--- src/inc/adc_spi_pkg.sv ---
// Purpose: shared constants and carriers for the converter's serial readout block
// Assumes: mclk at 20 MHz; serial pins asynchronous to mclk
// Notes: hold limit is counted in mclk cycles from the end of sampling
package adc_spi_pkg;

   // ****************************************************************
   // widths and timing
   // ****************************************************************
   localparam int RESULT_BITS = 12;
   localparam int CONFIG_BITS = 4;
   localparam int MCLK_PERIOD_NS = 50;
   localparam int HOLD_TIME_NS = 1200000;
   // longest time, so round down
   localparam int HOLD_CYCLES = HOLD_TIME_NS / MCLK_PERIOD_NS;
   localparam logic [11:0] TRIAL_FIRST = 12'h800;
   localparam logic [3:0] MSB_INDEX = 4'hb;
   localparam logic [3:0] CONFIG_LAST = 4'h3;

   // ****************************************************************
   // carriers
   // ****************************************************************
   typedef struct packed {
      logic csN;
      logic sclk;
      logic din;
   } spi_in_t;

   typedef struct packed {
      logic inputModeSelect;
      logic channelSelectBit2;
      logic channelSelectBit1;
      logic channelSelectBit0;
   } chan_config_t;

   typedef enum logic [2:0] {
      S_IDLE,
      S_CONFIG,
      S_SAMPLE,
      S_CONVERT,
      S_LSBFIRST,
      S_ZEROS
   } link_state_t;

endpackage

--- src/verilog/pin_sync.sv ---
// Purpose: two-flop synchroniser for a group of asynchronous pins
// Assumes: each bit is an independent level
// Notes: only the second stage may be read by other logic
`timescale 1ns/1ns
module pin_sync #(
   parameter int WIDTH = 3
) (
   input wire logic mclk,
   input wire logic rst,
   input wire logic [WIDTH-1:0] pinAsync,
   output logic [WIDTH-1:0] pinSync
);
   logic [WIDTH-1:0] stage1_reg;

   always_ff @(posedge mclk)
   begin
      if (rst)
      begin
         stage1_reg <= '1;
         pinSync <= '1;
      end
      else
      begin
         stage1_reg <= pinAsync;
         pinSync <= stage1_reg;
      end
   end
endmodule // pin_sync

--- src/verilog/adc_spi_readout.sv ---
// Purpose: serial command and result readout of a 12-bit successive-approximation converter
// Assumes: serial clock far slower than mclk (at least 4 mclk per level)
// Notes: comparator input comes from the analog core on mclk
`timescale 1ns/1ns
// What this block does
// - chip select low, first high input bit starts
// - mode bit then three channel bits follow
// - null bit low, then 12 bits MSB first
// - extra clocks: LSB-first repeat, then zeros
// - clock may idle low or high
// - output changes only on falling edges
// - MSB appears on falling edge twelve
// - second byte: three hi-z clocks, null, four bits
// - third byte carries low eight result bits
// - one result bit resolved per clock
// - tolerate varying clock speed and duty
module adc_spi_readout
   import adc_spi_pkg::*;
#(
   parameter int HOLD_LIMIT = HOLD_CYCLES
) (
   input wire logic mclk,
   input wire logic rst,
   input wire spi_in_t pinsIn,
   input wire logic compareAbove,
   output logic dout,
   output logic doutOe,
   output chan_config_t chanConfig,
   output logic sampleHold,
   output logic [RESULT_BITS-1:0] trialCode,
   output logic [RESULT_BITS-1:0] result,
   output logic resultValid,
   output logic holdExpired
);

   // ****************************************************************
   // pin sampling and edge detection
   // ****************************************************************
   spi_in_t pinsSync;
   logic sclkPrev_reg;
   logic sclkRise;
   logic sclkFall;
   logic csLow;
   logic armed_reg;
   link_state_t state_reg;
   logic [3:0] bitCount_reg;
   logic sawRise_reg;
   logic [RESULT_BITS-1:0] resultBits_reg;
   logic [31:0] holdCount_reg;
   logic startEvt;
   logic nullEvt;
   logic convEvt;
   logic lsbEvt;
   logic zeroEvt;

   pin_sync #(.WIDTH(3)) syncPins (
      .mclk(mclk),
      .rst(rst),
      .pinAsync(pinsIn),
      .pinSync(pinsSync)
   );

   always_ff @(posedge mclk)
   begin
      // same as the synchroniser preset, so no false rising edge follows reset
      if (rst)
         sclkPrev_reg <= 1'b1;
      else
         sclkPrev_reg <= pinsSync.sclk;
   end

   // edges only, never levels: idle level of either mode is harmless
   assign sclkRise = pinsSync.sclk & ~sclkPrev_reg;
   assign sclkFall = ~pinsSync.sclk & sclkPrev_reg;
   assign csLow = ~pinsSync.csN;

   // armed once the synchronised select reads high, which the pin_sync reset preset already gives
   always_ff @(posedge mclk)
   begin
      if (rst)
         armed_reg <= 1'b0;
      else if (pinsSync.csN)
         armed_reg <= 1'b1;
   end

   assign startEvt = (state_reg == S_IDLE) && armed_reg && csLow && sclkRise
      && pinsSync.din;
   assign nullEvt = (state_reg == S_SAMPLE) && sawRise_reg && sclkFall && csLow;
   assign convEvt = (state_reg == S_CONVERT) && sclkFall && csLow;
   assign lsbEvt = (state_reg == S_LSBFIRST) && sclkFall && csLow;
   assign zeroEvt = (state_reg == S_ZEROS) && sclkFall && csLow;

   // ****************************************************************
   // sequencer
   // ****************************************************************
   always_ff @(posedge mclk)
   begin
      if (rst || !csLow)
      begin
         state_reg <= S_IDLE;
         bitCount_reg <= 4'h0;
         sawRise_reg <= 1'b0;
      end
      else
      begin
         case (state_reg)
            S_IDLE:
               if (startEvt)
               begin
                  state_reg <= S_CONFIG;
                  bitCount_reg <= 4'h0;
               end
            S_CONFIG:
               if (sclkRise)
               begin
                  bitCount_reg <= bitCount_reg + 4'h1;
                  if (bitCount_reg == CONFIG_LAST)
                  begin
                     state_reg <= S_SAMPLE;
                     sawRise_reg <= 1'b0;
                  end
               end
            S_SAMPLE:
               // falling edge of the fifth clock after start
               if (sclkRise)
                  sawRise_reg <= 1'b1;
               else if (nullEvt)
               begin
                  state_reg <= S_CONVERT;
                  bitCount_reg <= MSB_INDEX;
               end
            S_CONVERT:
               if (convEvt)
               begin
                  if (bitCount_reg == 4'h0)
                  begin
                     state_reg <= S_LSBFIRST;
                     bitCount_reg <= 4'h1;
                  end
                  else
                     bitCount_reg <= bitCount_reg - 4'h1;
               end
            S_LSBFIRST:
               if (lsbEvt)
               begin
                  if (bitCount_reg == MSB_INDEX)
                     state_reg <= S_ZEROS;
                  else
                     bitCount_reg <= bitCount_reg + 4'h1;
               end
            S_ZEROS:
               state_reg <= S_ZEROS;
            default:
               state_reg <= S_IDLE;
         endcase
      end
   end

   // ****************************************************************
   // command capture and sampling window
   // ****************************************************************
   always_ff @(posedge mclk)
   begin
      if (rst)
         chanConfig <= '0;
      else if ((state_reg == S_CONFIG) && sclkRise && csLow)
         chanConfig <= {chanConfig[CONFIG_BITS-2:0], pinsSync.din};
   end

   always_ff @(posedge mclk)
   begin
      if (rst || !csLow)
         sampleHold <= 1'b0;
      else if ((state_reg == S_CONFIG) && sclkRise && (bitCount_reg == CONFIG_LAST))
         sampleHold <= 1'b1;
      else if (nullEvt)
         sampleHold <= 1'b0;
   end

   // ****************************************************************
   // successive approximation
   // ****************************************************************
   function automatic logic [RESULT_BITS-1:0] sarStep(
      input logic [RESULT_BITS-1:0] trial,
      input logic [3:0] idx,
      input logic bitVal
   );
      logic [RESULT_BITS-1:0] r;
      r = trial;
      r[idx] = bitVal;
      if (idx != 4'h0)
         r[idx - 4'h1] = 1'b1;
      return r;
   endfunction

   always_ff @(posedge mclk)
   begin
      if (rst)
      begin
         trialCode <= '0;
         resultBits_reg <= '0;
      end
      else if (nullEvt)
      begin
         trialCode <= TRIAL_FIRST;
         resultBits_reg <= '0;
      end
      else if (convEvt)
      begin
         // one comparison per serial clock, no free-running conversion
         trialCode <= sarStep(trialCode, bitCount_reg, compareAbove);
         resultBits_reg[bitCount_reg] <= compareAbove;
      end
   end

   always_ff @(posedge mclk)
   begin
      if (rst)
      begin
         result <= '0;
         resultValid <= 1'b0;
      end
      else
      begin
         resultValid <= convEvt && (bitCount_reg == 4'h0);
         if (convEvt && (bitCount_reg == 4'h0))
            result <= {resultBits_reg[RESULT_BITS-1:1], compareAbove};
      end
   end

   // ****************************************************************
   // serial output
   // ****************************************************************
   always_ff @(posedge mclk)
   begin
      if (rst || !csLow)
      begin
         doutOe <= 1'b0;
         dout <= 1'b0;
      end
      else if (nullEvt)
      begin
         // driver stays off until here: hi-z over start of byte two
         doutOe <= 1'b1;
         dout <= 1'b0;
      end
      else if (convEvt)
         dout <= compareAbove;
      else if (lsbEvt)
         dout <= resultBits_reg[bitCount_reg];
      else if (zeroEvt)
         dout <= 1'b0;
   end

   // ****************************************************************
   // hold time watch
   // ****************************************************************
   // flags a slow host; the result is still delivered, just suspect
   always_ff @(posedge mclk)
   begin
      if (rst)
      begin
         holdCount_reg <= '0;
         holdExpired <= 1'b0;
      end
      else if (startEvt)
      begin
         holdCount_reg <= '0;
         holdExpired <= 1'b0;
      end
      else if (state_reg == S_CONVERT && csLow)
      begin
         holdCount_reg <= holdCount_reg + 32'h1;
         if (holdCount_reg >= 32'(HOLD_LIMIT))
            holdExpired <= 1'b1;
      end
   end
endmodule // adc_spi_readout

--- config.mk ---
export PLATFORM = sky130hd
export DESIGN_NAME = adc_spi_readout
export DESIGN_NICKNAME = d
export VERILOG_FILES = /design/src/inc/adc_spi_pkg.sv /design/src/verilog/pin_sync.sv /design/src/verilog/adc_spi_readout.sv
export SDC_FILE = /design/constraint.sdc
export NUM_CORES = 1
export LEC_CHECK = 0
export BUFFER_PORTS_ARGS = -buffer_cell sky130_fd_sc_hd__buf_2
export CAP_MARGIN = 5
export CORE_MARGIN = 2
export CORE_UTILIZATION = 60
export CTS_CLUSTER_SIZE = 16
export DETAILED_ROUTE_END_ITERATION = 10
export PLACE_DENSITY = 0.77
export SLEW_MARGIN = 20
export SYNTH_ARGS = -nofsm -noshare
export SYNTH_HDL_FRONTEND = slang
export SYNTH_SLANG_ARGS = --single-unit
--- constraint.sdc ---
create_clock -name mclk -period 3.5 [get_ports mclk]
set_input_delay 0.525 -clock mclk [delete_from_list [all_inputs] [get_ports mclk]]
set_output_delay 0.525 -clock mclk [all_outputs]
set_load 0.005 [all_outputs]
==> metrics <==
met1 Use GR 32.8%; Slew HR 32.6%; Tmin final approximately 2.6 ns; Yosys reg bits 93; H-tree depth 3; Die Span Y 92.0 µm; CP bufs+invs 0; Worst setup SP type flip-flop; Vias/cell 6.00; core area 0.00761 mm²; antenna violations before repair 0; Critical R2R Launch state_reg[1]; Clk pin slew, worst setup/hold paths 0.10 ns; critical-path cell with the highest stage delay dfxtp_1; Max-cap violations 0; Final Hold Viols 0; DRT iter0 DRCs ~240; Ys Warns 0; total grt overflow 0; P per Cell Area ~360 mW/mm²; Leak Pwr 1.76 nW; flop2flop setup slack 0.89 ns; cts bufs inserted 9; Mapped Area 0.00465 mm²; Async S/R FF share, synth 0%; placed insts 654; synthesis-to-layout area growth 7.72%; worst endpoint required time about 3.8 ns; nets@finish around 580; Setup violations, final 0; Clock Tree Root clkbuf_8; Fin Clk Skew 0.0200 ns; Clock Latency Late Sink approximately 0.37 ns; RSZ-0062 raised after global routing no; post-synthesis cell type count between 60 and 70; worst r2r dst bitCount_reg[1]; vias in the first global route 3743; critical-path cell list nor4bb_1 > a221oi_4 > o211ai_2 > o21ai_0 > o311a_1; cells after synthesis 550; post-CTS setup buffers 0; most used routing layer met2; diodes inserted 0; die area 0.00847 mm²; clk sinks 93; met2 Use GR 41.9%; Slew @ Worst Pin 1.01 ns; critical path capture point type flip-flop; largest net degree at the start of global routing 34; layout cells sized above 1 between 15 and 20%; clock buffer depth 2; max incr delay on CP slightly above 0.8 ns; drt wl/cell about 16 µm; total wire length 10500 µm; first-pass GRT wire length 17700 µm; Data arrival, critical path 2.85 ns; CTS Hold Bufs 0; Routed Antenna Nets 0; final instance count without filler cells 670; GR Util met3 under 10%; CTS tree yes; FP Rows 32; worst hold stages 2; starting density of the core 61.1%; Die W 92.0 µm; port bufs 38; Vias between 4000 and 5000; post_cts resized 0; final critical-path share of the clock period 74.4%; Crit path depth 5; Post-Syn Area per Cell around 8.5 µm²; Final TNS setup 0 ns; status finished clean; critical path endpoint bitCount_reg[1]; Global Route Usage Sum 25.6%; number of synthesized flops with an enable pin 0; max FFs per register 32; drt first pass iters 5; maximum VDD drop 0.000218 V; critical-path maximum fanout 24; IO Pins 39; kind of cell adding the most delay to the critical path compound AO/OA/AOI/OAI gates; Crit Path Class flip-flop to flip-flop; crit path from state_reg[1]; detailed placer's ending HPWL just over 7000 µm; f_max 384 MHz; Mapped Nets 565; Hold Path Class input port to flip-flop; Worst R2R Path Depth 5; RD Place Congestion about 0.89; top_reg_cell synth dfxtp_1; register area share after synthesis 40.0%; Slew Viols, Final 0; # DRC 0
==> synthesized netlist by cell type (all sizes together), types with 3 or more instances <==
cell type / number / area (µm²)
xnor2: 23 / 201
dfxtp: 93 / 1860
and4: 4 / 35.0
nor2b: 7 / 43.8
mux2i: 6 / 60.1
nor3: 17 / 85.1
or3b: 3 / 28.8
a31oi: 11 / 68.8
o31ai: 3 / 22.5
clkbuf: 21 / 78.8
nand3: 43 / 220
mux4: 3 / 67.6
or3: 7 / 43.8
inv: 18 / 67.6
nor2: 59 / 221
ha: 9 / 113
nand2b: 8 / 50.1
mux2: 4 / 45.0
or2: 9 / 56.3
a2bb2oi: 3 / 26.3
nand2: 33 / 124
nor4: 16 / 156
a21oi: 38 / 190
o21ai: 34 / 170
xor2: 7 / 61.3
and4bb: 3 / 37.5
nand4: 10 / 62.6
buf: 17 / 86.3
and3: 4 / 25.0
==> cells by family after synthesis <==
family | after synthesis | synth area share (%)
adders and majority gates | 9 | 2.42
AOI/OAI and AO/OA | 114 | 15.2
muxes | 13 | 3.71
and+or+nand+nor | 235 | 28.0
xor gates and xnor gates | 30 | 5.65
DFF | 93 | 40.0
buffers and inverters | 56 | 5.01
==> area by class of cell <==
type	instances	area, µm²
fill	666	2600
multi-input combinational	401	2550
sequential	93	1860
timing repair buffer	40	205
tap	102	128
clock buffer	9	124
clock inverter	7	67.6
inverter	18	67.6
==> layer usage <==
metal  wire [µm]  part of all wire, %  vias to the layer above
met5           0                    0                        -
met4         333                  3.2                        0
met3         460                  4.4                       26
met2        5020                   48                      128
met1        4710                   45                     1889
li1            -                    -                     1980
==> layout by cell type, fill, tap and decap left out, drive strengths merged, types with 4 or more instances in the layout <==
master,count
mux2i,6
or3,7
ha,9
nor3,17
xor2,7
and4,4
xnor2,23
a21oi,38
nand2b,8
or2,9
dfxtp,93
nor2b,7
a31oi,11
nand4,10
and3,4
buf,40
mux2,4
nand3,43
nor4,16
inv,22
nor2,59
o21ai,34
nand2,33
clkbuf,9
==> power by group <==
part           switching, mW  internal (mW)  leakage (nW)
clock network          0.428          0.278        0.0958
registers            0.00430           1.06         0.751
logic                 0.0229        0.00935         0.909
total                  0.455           1.35          1.76
==> per-stage QoR <==
stage | hold WS [ns] | power (mW) | setup slack, ns | util (%) | area [µm²]
after global routing | 0.341 | 1.85 | 0.645 | 65.8 | 5010
after detailed placement | 0.396 | 1.12 | 0.943 | 63.3 | 4820
after global placement | 0.394 | 1.12 | 1.04 | 63.3 | 4820
final | 0.342 | 1.80 | 0.895 | 65.8 | 5010
after floorplan | 0.389 | 1.11 | 1.24 | - | 4650
after CTS | 0.338 | 1.81 | 0.916 | 65.8 | 5010
==> worst min-delay path by stage <==
stage / from / end / slack [ns]
after floorplan: syncPins.stage1_reg[0] / syncPins.pinSync[0] / 0.39
after global placement: syncPins.stage1_reg[0] / syncPins.pinSync[0] / 0.39
after detailed placement: syncPins.stage1_reg[0] / syncPins.pinSync[0] / 0.40
after CTS: pinsIn[1] / syncPins.stage1_reg[1] / 0.34
after global routing: pinsIn[0] / syncPins.stage1_reg[0] / 0.34
final: pinsIn[1] / syncPins.stage1_reg[1] / 0.34
Note: power is estimated with default switching activity, not from simulation.
